--- src/canmc_pkg.sv ---
// Constants, field layout and types for the CAN channel mode controller
// Notes on behaviour
// - Reset command enters configurable soft reset.
// - Init mode stops traffic, allows configuration.
// - Classical-only mode uses classical frames only.
// - FD without switching never uses fast data rate.
// - FD with switching applies the data-phase rate.
// - Block transmit mode is normal plus block sending.
// - Block gap is two to (5+setting) bits.
// - Listen-only: receive, no transmit, error flag, ack.
// - One-attempt mode never retransmits lost frames.
// - Self-test loops frames back, bus detached.
// - Restricted: no transmit or error flags, still acks.
// - Listen, self-test, one-attempt, restricted OR into mode.
// - Clear request zeroes both error counters.
// - Start loads timestamp counter.
// - Start loads watchdog prescaler.
// - Init request with zero timeout changes nothing.
// - Global selector commands every channel.
// - Halt stops bus traffic without soft reset.
// - Init waits for frame end, then silent.
package canmc_pkg;
    localparam int NUM_CH = 2;
    localparam int ADDR_W = 8;
    localparam int DATA_W = 32;
    localparam int MODE_W = 8;

    // ---------------------------------------------------------------
    // Register offsets
    // ---------------------------------------------------------------
    localparam logic [ADDR_W-1:0] ADDR_CMD = 8'h00;
    localparam logic [ADDR_W-1:0] ADDR_TIMING = 8'h04;
    localparam logic [ADDR_W-1:0] ADDR_BLOCK = 8'h08;
    localparam logic [ADDR_W-1:0] ADDR_STATUS = 8'h0C;

    // ---------------------------------------------------------------
    // Command word fields
    // ---------------------------------------------------------------
    localparam int CMD_RECOVER_BIT = 8;
    localparam int CMD_CHAN_BIT = 9;
    localparam int CMD_GLOBAL_BIT = 10;
    localparam int CMD_W = 11;

    // Base mode codes in the low nibble of the mode byte
    localparam logic [3:0] MODE_SOFT_RESET = 4'h0;
    localparam logic [3:0] MODE_HALTED = 4'h1;
    localparam logic [3:0] MODE_INIT = 4'h2;
    localparam logic [3:0] MODE_NORMAL = 4'h3;
    localparam logic [3:0] MODE_CLASSICAL = 4'h4;
    localparam logic [3:0] MODE_FD_NO_SWITCH = 4'h5;
    localparam logic [3:0] MODE_FD_RATE_SWITCH = 4'h6;
    localparam logic [3:0] MODE_BLOCK_TX = 4'h7;

    // Option bits in the high nibble of the mode byte
    localparam int OPT_LISTEN_BIT = 4;
    localparam int OPT_SELFTEST_BIT = 5;
    localparam int OPT_ONE_ATTEMPT_BIT = 6;
    localparam int OPT_RESTRICT_BIT = 7;

    localparam logic [MODE_W-1:0] MODE_RESET_VAL = 8'h00;

    // ---------------------------------------------------------------
    // Block gap timing
    // ---------------------------------------------------------------
    localparam logic [4:0] GAP_BASE_EXP = 5'h05;
    localparam logic [7:0] GAP_EXP_MAX = 8'h0F;
    localparam int GAP_CNT_W = 21;

    typedef enum logic [1:0] {
        CH_STEADY = 2'b00,
        CH_DRAIN = 2'b01
    } canmc_ch_state_t;
endpackage

--- src/canmc_mode_ctrl.sv ---
// Operating-mode controller for all channels of one CAN controller unit
//
// The address-and-strobe port and the placing of the registers were decided locally.
`timescale 1ns/1ps
module canmc_mode_ctrl
    import canmc_pkg::*;
(
    input wire logic clk_i, // Controller clock, 40 MHz
    input wire logic rst_i, // Synchronous reset, active high
    input wire logic [ADDR_W-1:0] addr_i, // Register byte address
    input wire logic [DATA_W-1:0] wdata_i, // Register write data
    input wire logic we_i, // Write strobe
    input wire logic re_i, // Read strobe
    output logic [DATA_W-1:0] rdata_o, // Read data, cycle after strobe
    input wire logic [NUM_CH-1:0] frame_active_i, // Frame in progress on bus
    input wire logic [NUM_CH-1:0] busoff_recovered_i, // Pulse: recovery done
    input wire logic [NUM_CH-1:0] bit_tick_i, // Pulse: one bit time
    input wire logic [NUM_CH-1:0] block_msg_sent_i, // Pulse: block message sent
    output logic [NUM_CH-1:0] soft_reset_o, // Channel in soft reset
    output logic [NUM_CH-1:0] bus_on_o, // Channel attached to bus
    output logic [NUM_CH-1:0] tx_en_o, // Transmission allowed
    output logic [NUM_CH-1:0] err_sig_en_o, // Error signalling allowed
    output logic [NUM_CH-1:0] ack_en_o, // Acknowledge allowed
    output logic [NUM_CH-1:0] loopback_o, // Internal loopback
    output logic [NUM_CH-1:0] fd_en_o, // FD frames
    output logic [NUM_CH-1:0] brs_en_o, // Bit rate switch
    output logic [NUM_CH-1:0] one_attempt_o, // No retransmission
    output logic [NUM_CH-1:0] block_tx_o, // Block transmission mode
    output logic [NUM_CH-1:0] block_gap_ok_o, // Next block message may go
    output logic [NUM_CH-1:0] err_clear_o, // Pulse: clear error counters
    output logic [NUM_CH-1:0] ts_load_o, // Pulse: load timestamp counter
    output logic [NUM_CH-1:0] wdt_load_o, // Pulse: load watchdog prescaler
    output logic [15:0] ts_value_o, // Timestamp load value
    output logic [15:0] wdt_value_o // Watchdog prescale value
);
    // ---------------------------------------------------------------
    // Software registers
    // ---------------------------------------------------------------
    logic [CMD_W-1:0] cmd_q;
    logic [15:0] ts_val_q;
    logic [15:0] wdt_val_q;
    logic [7:0] gap_exp_q;
    logic [7:0] clr_req_q;
    logic [DATA_W-1:0] rdata_q;

    logic cmd_wr;
    logic [MODE_W-1:0] new_mode;
    logic new_recover;
    logic new_is_init;
    logic cmd_ignored;
    logic new_silent;

    assign cmd_wr = we_i && (addr_i == ADDR_CMD);
    assign new_mode = wdata_i[MODE_W-1:0];
    assign new_recover = wdata_i[CMD_RECOVER_BIT];
    assign new_is_init = (new_mode[3:0] == MODE_INIT);
    // A zero timeout turns an init request into a no-op
    assign cmd_ignored = new_is_init && (wdt_val_q == 16'h0000);
    // Halt and init must not cut a frame short
    assign new_silent = (new_mode[3:0] == MODE_HALTED) || new_is_init;

    always_ff @(posedge clk_i) begin
        if (rst_i) begin
            cmd_q <= '0;
        end else if (cmd_wr) begin
            cmd_q <= wdata_i[CMD_W-1:0];
        end
    end

    always_ff @(posedge clk_i) begin
        if (rst_i) begin
            ts_val_q <= 16'h0000;
            wdt_val_q <= 16'h0000;
        end else if (we_i && (addr_i == ADDR_TIMING)) begin
            ts_val_q <= wdata_i[15:0];
            wdt_val_q <= wdata_i[31:16];
        end
    end

    always_ff @(posedge clk_i) begin
        if (rst_i) begin
            gap_exp_q <= 8'h00;
            clr_req_q <= 8'h00;
        end else if (we_i && (addr_i == ADDR_BLOCK)) begin
            gap_exp_q <= wdata_i[7:0];
            clr_req_q <= wdata_i[15:8];
        end
    end

    // Values ride with the load pulses
    assign ts_value_o = ts_val_q;
    assign wdt_value_o = wdt_val_q;

    // ---------------------------------------------------------------
    // Per-channel mode state
    // ---------------------------------------------------------------
    logic [NUM_CH*MODE_W-1:0] mode_flat;
    logic [NUM_CH-1:0] drain_flat;
    logic [NUM_CH-1:0] recov_flat;

    genvar ch;
    generate
        for (ch = 0; ch < NUM_CH; ch++) begin : g_ch
            canmc_ch_state_t state_q;
            logic [MODE_W-1:0] mode_q;
            logic [MODE_W-1:0] pend_q;
            logic recov_q;
            logic hit;
            logic accept;
            logic talking;
            logic clr_q;
            logic ts_q;
            logic [9:0] dec;
            logic [9:0] en_q;

            // Selected directly, or through the global selector
            assign hit = cmd_wr && (wdata_i[CMD_GLOBAL_BIT]
                || (wdata_i[CMD_CHAN_BIT] == 1'(ch)));
            assign accept = hit && !cmd_ignored;
            assign talking = dec[1] || dec[5];

            always_ff @(posedge clk_i) begin
                if (rst_i) begin
                    state_q <= CH_STEADY;
                    mode_q <= MODE_RESET_VAL;
                    pend_q <= MODE_RESET_VAL;
                end else begin
                    case (state_q)
                        CH_STEADY: begin
                            if (accept) begin
                                if (new_silent && talking && frame_active_i[ch]) begin
                                    pend_q <= new_mode;
                                    state_q <= CH_DRAIN;
                                end else begin
                                    mode_q <= new_mode;
                                end
                            end
                        end
                        CH_DRAIN: begin
                            if (accept && !new_silent) begin
                                // Soft reset or a new running mode overrides the wait
                                mode_q <= new_mode;
                                state_q <= CH_STEADY;
                            end else if (accept) begin
                                pend_q <= new_mode;
                            end else if (!frame_active_i[ch]) begin
                                mode_q <= pend_q;
                                state_q <= CH_STEADY;
                            end
                        end
                        default: begin
                            state_q <= CH_STEADY;
                        end
                    endcase
                end
            end

            // Recovery wait flag; a new request wins over the clearing pulse
            always_ff @(posedge clk_i) begin
                if (rst_i) begin
                    recov_q <= 1'b0;
                end else if (accept && new_recover) begin
                    recov_q <= 1'b1;
                end else if (busoff_recovered_i[ch]) begin
                    recov_q <= 1'b0;
                end
            end

            // Start side effects: load pulses on every accepted command, error clear only when requested
            always_ff @(posedge clk_i) begin
                if (rst_i) begin
                    clr_q <= 1'b0;
                    ts_q <= 1'b0;
                end else begin
                    clr_q <= accept && (clr_req_q != 8'h00);
                    ts_q <= accept;
                end
            end

            canmc_mode_decode u_dec (
                .mode_i(mode_q),
                .soft_reset_o(dec[0]),
                .bus_on_o(dec[1]),
                .tx_en_o(dec[2]),
                .err_sig_en_o(dec[3]),
                .ack_en_o(dec[4]),
                .loopback_o(dec[5]),
                .fd_en_o(dec[6]),
                .brs_en_o(dec[7]),
                .one_attempt_o(dec[8]),
                .block_tx_o(dec[9])
            );

            // Enables are registered so the protocol core sees clean levels
            always_ff @(posedge clk_i) begin
                if (rst_i) begin
                    en_q <= 10'h001;
                end else begin
                    en_q <= dec;
                end
            end

            canmc_gap_timer u_gap (
                .clk_i(clk_i),
                .rst_i(rst_i),
                .enable_i(en_q[9]),
                .sent_i(block_msg_sent_i[ch]),
                .bit_tick_i(bit_tick_i[ch]),
                .exp_i(gap_exp_q),
                .ready_o(block_gap_ok_o[ch])
            );

            assign {block_tx_o[ch], one_attempt_o[ch], brs_en_o[ch], fd_en_o[ch], loopback_o[ch], ack_en_o[ch],
                err_sig_en_o[ch], tx_en_o[ch], bus_on_o[ch], soft_reset_o[ch]} = en_q;
            assign err_clear_o[ch] = clr_q;
            assign ts_load_o[ch] = ts_q;
            assign wdt_load_o[ch] = ts_q;
            assign mode_flat[ch*MODE_W +: MODE_W] = mode_q;
            assign drain_flat[ch] = (state_q == CH_DRAIN);
            assign recov_flat[ch] = recov_q;
        end
    endgenerate

    // ---------------------------------------------------------------
    // Read port
    // ---------------------------------------------------------------
    always_ff @(posedge clk_i) begin
        if (rst_i || !re_i) begin
            rdata_q <= '0;
        end else if (addr_i == ADDR_CMD) begin
            rdata_q <= DATA_W'(cmd_q);
        end else if (addr_i == ADDR_TIMING) begin
            rdata_q <= {wdt_val_q, ts_val_q};
        end else if (addr_i == ADDR_BLOCK) begin
            rdata_q <= {16'h0000, clr_req_q, gap_exp_q};
        end else if (addr_i == ADDR_STATUS) begin
            rdata_q <= {10'h000, block_gap_ok_o, recov_flat, drain_flat, mode_flat};
        end else begin
            rdata_q <= '0;
        end
    end

    assign rdata_o = rdata_q;
endmodule

--- src/canmc_mode_decode.sv ---
// Decodes an active mode byte into the channel's protocol enables
`timescale 1ns/1ps
module canmc_mode_decode
    import canmc_pkg::*;
(
    input wire logic [MODE_W-1:0] mode_i, // Active mode byte
    output logic soft_reset_o, // Channel held in soft reset
    output logic bus_on_o, // Channel attached to the external bus
    output logic tx_en_o, // Frames may be transmitted
    output logic err_sig_en_o, // Error frames may be signalled
    output logic ack_en_o, // Acknowledge slots may be driven
    output logic loopback_o, // Own frames received internally
    output logic fd_en_o, // FD frames exchanged
    output logic brs_en_o, // Data-phase rate switch used
    output logic one_attempt_o, // No automatic retransmission
    output logic block_tx_o // Block transmission active
);
    logic [3:0] base;
    logic run;
    logic listen;
    logic selftest;
    logic restrict_opt;

    always_comb begin
        base = mode_i[3:0];
        listen = mode_i[OPT_LISTEN_BIT];
        selftest = mode_i[OPT_SELFTEST_BIT];
        restrict_opt = mode_i[OPT_RESTRICT_BIT];
        // Halt, init and unknown codes keep the channel silent
        run = (base >= MODE_NORMAL) && (base <= MODE_BLOCK_TX);
        soft_reset_o = (base == MODE_SOFT_RESET);
        bus_on_o = run && !selftest;
        tx_en_o = run && !listen && !restrict_opt;
        err_sig_en_o = run && !listen && !restrict_opt;
        ack_en_o = run && !listen;
        loopback_o = run && selftest;
        fd_en_o = (base == MODE_FD_NO_SWITCH) || (base == MODE_FD_RATE_SWITCH);
        brs_en_o = (base == MODE_FD_RATE_SWITCH);
        one_attempt_o = run && mode_i[OPT_ONE_ATTEMPT_BIT];
        block_tx_o = (base == MODE_BLOCK_TX);
    end
endmodule

--- src/canmc_gap_timer.sv ---
// Spacing timer between consecutive block-transmission messages
`timescale 1ns/1ps
module canmc_gap_timer
    import canmc_pkg::*;
(
    input wire logic clk_i, // Controller clock
    input wire logic rst_i, // Synchronous reset, active high
    input wire logic enable_i, // Block transmission mode active
    input wire logic sent_i, // Pulse: a block message finished
    input wire logic bit_tick_i, // Pulse: one CAN bit time elapsed
    input wire logic [7:0] exp_i, // Gap exponent setting
    output logic ready_o // Next block message may start
);
    logic [GAP_CNT_W-1:0] cnt_q;
    logic busy_q;
    logic [4:0] shift;
    logic [GAP_CNT_W-1:0] last;

    // Settings above the maximum saturate so the counter never wraps
    always_comb begin
        shift = GAP_BASE_EXP + ((exp_i > GAP_EXP_MAX) ? GAP_EXP_MAX[4:0] : exp_i[4:0]);
        last = (GAP_CNT_W'(1) << shift) - GAP_CNT_W'(1);
    end

    always_ff @(posedge clk_i) begin
        if (rst_i || !enable_i) begin
            busy_q <= 1'b0;
            cnt_q <= '0;
        end else if (sent_i) begin
            busy_q <= 1'b1;
            cnt_q <= '0;
        end else if (busy_q && bit_tick_i) begin
            if (cnt_q == last) begin
                busy_q <= 1'b0;
            end else begin
                cnt_q <= cnt_q + GAP_CNT_W'(1);
            end
        end
    end

    assign ready_o = !busy_q;
endmodule

--- config.mk ---
export PLATFORM = sky130hd
export DESIGN_NAME = canmc_mode_ctrl
export DESIGN_NICKNAME = d
export VERILOG_FILES = /design/src/canmc_pkg.sv /design/src/canmc_mode_ctrl.sv /design/src/canmc_mode_decode.sv /design/src/canmc_gap_timer.sv
export SDC_FILE = /design/constraint.sdc
export NUM_CORES = 1
export LEC_CHECK = 0
export BUFFER_PORTS_ARGS = -buffer_cell sky130_fd_sc_hd__buf_4
export CORE_ASPECT_RATIO = 1.1
export CORE_MARGIN = 2
export CORE_UTILIZATION = 60
export DETAILED_ROUTE_END_ITERATION = 6
export PLACE_DENSITY = 0.83
export SLEW_MARGIN = 20
export SYNTH_ARGS = -nofsm -noshare
export SYNTH_HDL_FRONTEND = slang
export SYNTH_HIERARCHICAL = 1
export SYNTH_SLANG_ARGS = --single-unit
--- constraint.sdc ---
create_clock -name clk_i -period 4.8 [get_ports clk_i]
set_clock_uncertainty 0.05 [all_clocks]
set_input_delay 0.96 -clock clk_i [delete_from_list [all_inputs] [get_ports clk_i]]
set_output_delay 0.96 -clock clk_i [all_outputs]
set_load 0.02 [all_outputs]
* Yosys cells after proc, flatten, opt, wreduce, memory -nomap -nowiden
Cells that the tools add are included.
W data, S select, Z words.
** Word-level totals
- Bits in registers :: 197
- Latch bits :: 0
- Memory bits (writable) :: 0
- ROM bits :: 0
- Input port bits :: 52
- Output and inout port bits :: 92
- Word-level logic and storage cells :: 199
- Memories kept :: 0
** Cells by class
- Add/subtract/negate cells :: 4
- Multiply operators :: 0
- Div/mod/pow operators :: 0
- Order comparisons :: 5
- Equality and inequality tests :: 29
- Shift-type cells :: 1
- Multiplexer cells :: 49
- Bitwise gates (word level) :: 3
- Reduce and logical (&&, ||, !) cells :: 83
** Operators by type and width (count)
- $mux W8 :: 18
- $pmux W8 S2 :: 4
- $mux W22 :: 2
- $add A21 B1 Y21 const B :: 2
- $eq A21 B21 Y1 :: 2
- $logic_and A1 B1 Y1 :: 32
- $mux W32 :: 1
- $eq A4 B3 Y1 const B :: 6
- $shl A1 B5 Y21 const A :: 1
- $sub A21 B2 Y21 const B :: 1
- $mux W2 :: 10
- $reduce_and A5 Y1 :: 4
- $eq A8 B4 Y1 const B :: 2
- $logic_not A16 Y1 :: 1
- $ne A2 B2 Y1 const B :: 8
- $reduce_bool A2 Y1 :: 8
- $logic_not A1 Y1 :: 13
- $ne A3 B2 Y1 const B :: 4
- $mux W11 :: 1
- $logic_or A1 B1 Y1 :: 10
- $mux W1 :: 10
- $eq A8 B3 Y1 const B :: 1
- $ge A4 B2 Y1 const B :: 2
- $gt A8 B4 Y1 const B :: 1
- other kinds (16) :: 30

* Depth between registers and ports, before layout
- Depth after elaboration :: 9
- Mapped depth :: 11
- Gate-level depth less buffers :: 9

* By module
Netlist, hierarchy kept.
** By module, submodules not included
- canmc_mode_ctrl :: times used 1, cells an instance 609, area an instance 6009.5 sq um, sequential area each 3022.9 sq um
- canmc_gap_timer :: times used 2, cells an instance 227, area an instance 1731.7 sq um, sequential area each 440.4 sq um
- canmc_mode_decode :: times used 2, cells an instance 13, area an instance 110.1 sq um, sequential area each 0.0 sq um

* Worst setup path before layout
Ideal clock, no wire load.
- Path type :: register to register
- Start point :: reg gap_exp_q[7]
- End point :: reg g_ch[0].u_gap.cnt_q[12]
- Library setup time :: 131 ps
- Data arrival time :: 2730 ps
- Data required time :: 4619 ps
- Slack :: 1890 ps
- Cell stages (with the launch flop) :: 10
- Buffers on the path :: 1
- Clock period less this slack :: 2910 ps
- Cell sequence :: dfxtp_1 > or4_1 > buf_2 > o21ai_2 > a21oi_1 > or4_4 > or4_4 > nor3_4 > or3_1 > a21oi_2
** On the way
- Word-level cells in the longest chain between the ends :: 8
** RTL lines
- start: declaration :: line canmc_mode_ctrl.sv:42 : logic [7:0] gap_exp_q;
- start signal: assignment :: line canmc_mode_ctrl.sv:85 : gap_exp_q <= wdata_i[7:0];
- $gt A8 B4 Y1 :: line canmc_gap_timer.sv:21 : shift = GAP_BASE_EXP + ((exp_i > GAP_EXP_MAX) ? GAP_EXP_MAX[4:0] : exp_i[4:0]);
- $mux W5 :: line canmc_gap_timer.sv:21
- $add A3 B5 Y5 :: line canmc_gap_timer.sv:21
- $shl A1 B5 Y21 :: line canmc_gap_timer.sv:22 : last = (GAP_CNT_W'(1) << shift) - GAP_CNT_W'(1);
- $sub A21 B2 Y21 :: line canmc_gap_timer.sv:22
- $eq A21 B21 Y1 :: line canmc_gap_timer.sv:33 : if (cnt_q == last) begin
- $not A1 Y1 (no line)
- $reduce_and A2 Y1 (no line)
- end signal: assignment :: line canmc_gap_timer.sv:36 : cnt_q <= cnt_q + GAP_CNT_W'(1);
- end: declaration :: line canmc_gap_timer.sv:14 : logic [GAP_CNT_W-1:0] cnt_q;
Every way passes these cells.
A chain may end at the register's enable or synchronous reset.

* Final worst setup path
- Start point :: reg gap_exp_q[7]
- End point :: reg g_ch[1].u_gap.cnt_q[7]
** On the way
- Word-level cells in the longest chain between the ends :: 8
** RTL lines (line)
- $gt A8 B4 Y1 :: canmc_gap_timer.sv:21
- $mux W5 :: canmc_gap_timer.sv:21
- $add A3 B5 Y5 :: canmc_gap_timer.sv:21
- $shl A1 B5 Y21 :: canmc_gap_timer.sv:22
- $sub A21 B2 Y21 :: canmc_gap_timer.sv:22
- $eq A21 B21 Y1 :: canmc_gap_timer.sv:33
- $not A1 Y1 (no line)
- $reduce_and A2 Y1 (no line)
- end signal: assignment :: canmc_gap_timer.sv:36
- end: declaration :: canmc_gap_timer.sv:14
Every way passes these cells.

==> results.md <==
* Status: finished, final reports clean
* # resized after CTS at 0
* Critical path peak fanout at 24
* Total die area at 17200 sq um
* Remaining Overflow, GRT at 0
* Synth Warn # at 6
* Row count at 48
* RSZ-0062 raised after global routing: no
* HPWL after DPL at roughly 18000 um
* Via density at 6.22
* Post-route clock period utilization at 0.704
* CP startpoint kind: flip-flop
* Drt first-iter violations at 802
* EDFF count, synth at 0
* Worst reg-to-reg setup slack at 1420 ps
* VDD IR max at 0.247 mV
* Final setup TNS at 0 ps
* LEAKAGE at 0.00472 uW
* Max Cap Viol at 0
* Postcts setup bufs at 0
* IO Count at 144
* Worst Path Required at 5050 ps
* WL final at 25600 um
* Share of flip-flops with an asynchronous set or reset at 0
* Core Region at 15700 sq um
* CTS tree: built
* Worst Hold Margin at 404 ps
* CP endpoint kind: flip-flop
* Clk slew on worst S/H paths at 70 ps
* Max incr delay on CP at 810 ps
* Dominant cell type by area after synthesis: dfxtp_1
* Clock Tree Root: clkbuf_16
* Layout cells sized above 1 at 0.204
* PortBufs at 143
* Crit path cell chain: or4_1 > nor4_1 > mux2i_1 > xnor2_1 > nor4_1 > a21o_4 > or4_1 > a21oi_1
* Worst-skew pair later-pin latency at roughly 440 ps
* Largest net degree at the start of global routing at 93
* WP data arrival at 3630 ps
* Hold_buf cts at 0
* Cell family with most CP delay: simple AND/OR/NAND/NOR gates
* Max Freq at 296 MHz
* DRC viols at 0
* Max Root-Sink Buffers at 2
* Global-route wire length before repair at about 41000 um
* Ant diodes at 0
* Number of global-route vias before repair at 7983
* CP Buf/Inv Count at 0
* Die H at 137 um
* Area grow syn2layout at 16.6%
* Gp weighted congestion at 0.872
* Synth area leaders: dfxtp_1, mux2i_1, nand2_1
* Area fraction of the dominant cell type after synthesis at 0.403
* # setup viols final at 0
* Yosys cell types at 67
* Minimum clock period at 3380 ps
* Seq cells post-synth at just under 200
* Sink Count at 195
* Synthesized area at between 9000 and 10000 sq um
* PD cells at 279 nW/um^2
* Final std cells w/o fill at around 1400
* Layout filler cell count at around 1200
* Crit-path slowest cell: nor4_1
* Setup Crit Path Kind: flip-flop to flip-flop
* Max-slew violations at 0
* Vias at ~8700
* Rel. slew slack at 0.345
* Initial antenna violation count at 0
* Worst-Margin Slew at 982 ps
* Initial Utilization at 0.616
* Die W at about 130 um
* Synth Instances at between 1000 and 1500
* Sequential-to-total area share from yosys stat at 0.403
* Final nets at 1242
* GRT Overall Usage at 0.290
* H-tree depth at 4
* Fin. Hold Viols at 0
* DRT antenna net count at 0
* Mapped Avg Cell Area at 8.90 sq um
* Predominant post-synthesis flop cell: dfxtp_1
* Routed WL per cell at roughly 18 um
* Post-Place Cells at 1367
* Most frequent cells in the layout: dfxtp_1, buf_4, nand2_1
* Num CTS Buffers at 17
* Pre-antenna DRT Iters at 5
* Hold Path Class: flip-flop to flip-flop
* Most common cell after layout, fill and taps aside: dfxtp_1
[layer usage]
metal  vias up  wire length, um  track usage
met5         -                0            0
met4         0              788        0.112
met3        57             1540       0.0431
met2       334            12800        0.507
met1      4141            10500        0.365
li1       4173                -            -
[worst min-delay path: cells and delay by family, from the launching register on]
kind | cells | cell delay, ps
AOI/OAI and AO/OA | 1 | 50
DFF | 1 | 310
and+or+nand+nor | 1 | 50
[per-stage QoR]
stage,instance area (sq um),total power [uW],utilization,setup slack [ps]
finish,11300,3150,0.718,1420
global route,11300,3230,0.718,1160
CTS,11300,3160,0.718,1470
detailed placement,10700,1780,0.681,1410
global placement,10700,1780,0.681,1480
floorplan,9700,1720,-,1890
[cell usage after synthesis, types with 8 or more instances]
library cell	n
a21oi_1	77
nor2b_1	27
mux2_2	18
o211ai_1	23
nor3_1	9
mux2i_1	72
clkbuf_1	41
and3_1	16
nor3b_1	11
or4_1	30
o21a_1	10
xnor2_1	18
nor2_1	89
o21ai_1	14
buf_2	20
buf_4	8
a21o_1	15
nand4_1	13
inv_1	12
nor4_1	12
a211oi_1	30
dfxtp_1	195
o31ai_1	16
or3_1	18
nand3_1	40
and2_1	18
o21ai_0	17
nand2_1	108
[registers in the layout, summed over array words and instances, names as in the netlist]
register           count
g_ch.recov_q           2
g_ch.u_gap/busy_q      2
ts_value_o            16
g_ch.mode_q           16
clr_req_q              8
wdt_value_o           16
g_ch.u_gap/cnt_q      42
rdata_o               32
g_ch.state_q           2
g_ch.clr_q             2
g_ch.ts_q              2
g_ch.en_q             20
gap_exp_q              8
g_ch.pend_q           16
cmd_q                 11
[final timing paths]
path,startpoint,to,cells past startpoint
setup reg to reg,gap_exp_q[7],g_ch[1].u_gap/cnt_q[7],8
hold / removal,g_ch[0].pend_q[0],g_ch[0].pend_q[0],2
setup / recovery,gap_exp_q[7],g_ch[1].u_gap/cnt_q[7],8
hold reg to reg,g_ch[0].pend_q[0],g_ch[0].pend_q[0],2
[power by group]
part / internal, uW / switching (uW)
Sequential: 1620 / 1.27
Combinational: 50.2 / 80.7
Clock: 699 / 701
Total: 2370 / 783
[logic make-up after synthesis]
group / count (synthesis) / synth area share
AND/OR/NAND/NOR: 437 / 0.252
AO/OA/AOI/OAI: 253 / 0.181
flip-flops: 195 / 0.403
multiplexers: 90 / 0.0953
buffers and inverters: 89 / 0.0448
XOR/XNOR: 19 / 0.0179
adder cells (fa/ha/maj): 4 / 0.00516
other: 2 / 0.000775
[area by class of cell]
class,instances,area (sq um),area share
Inverter,12,45.0,0.00398
Sequential cell,195,3900,0.345
Clock inverter,15,158,0.0139
Timing Repair Buffer,153,1150,0.102
Clock buffer,17,425,0.0376
Tap cell,200,250,0.0221
Multi-Input combinational cell,807,5370,0.475
(Power assumes the default switching activity.)
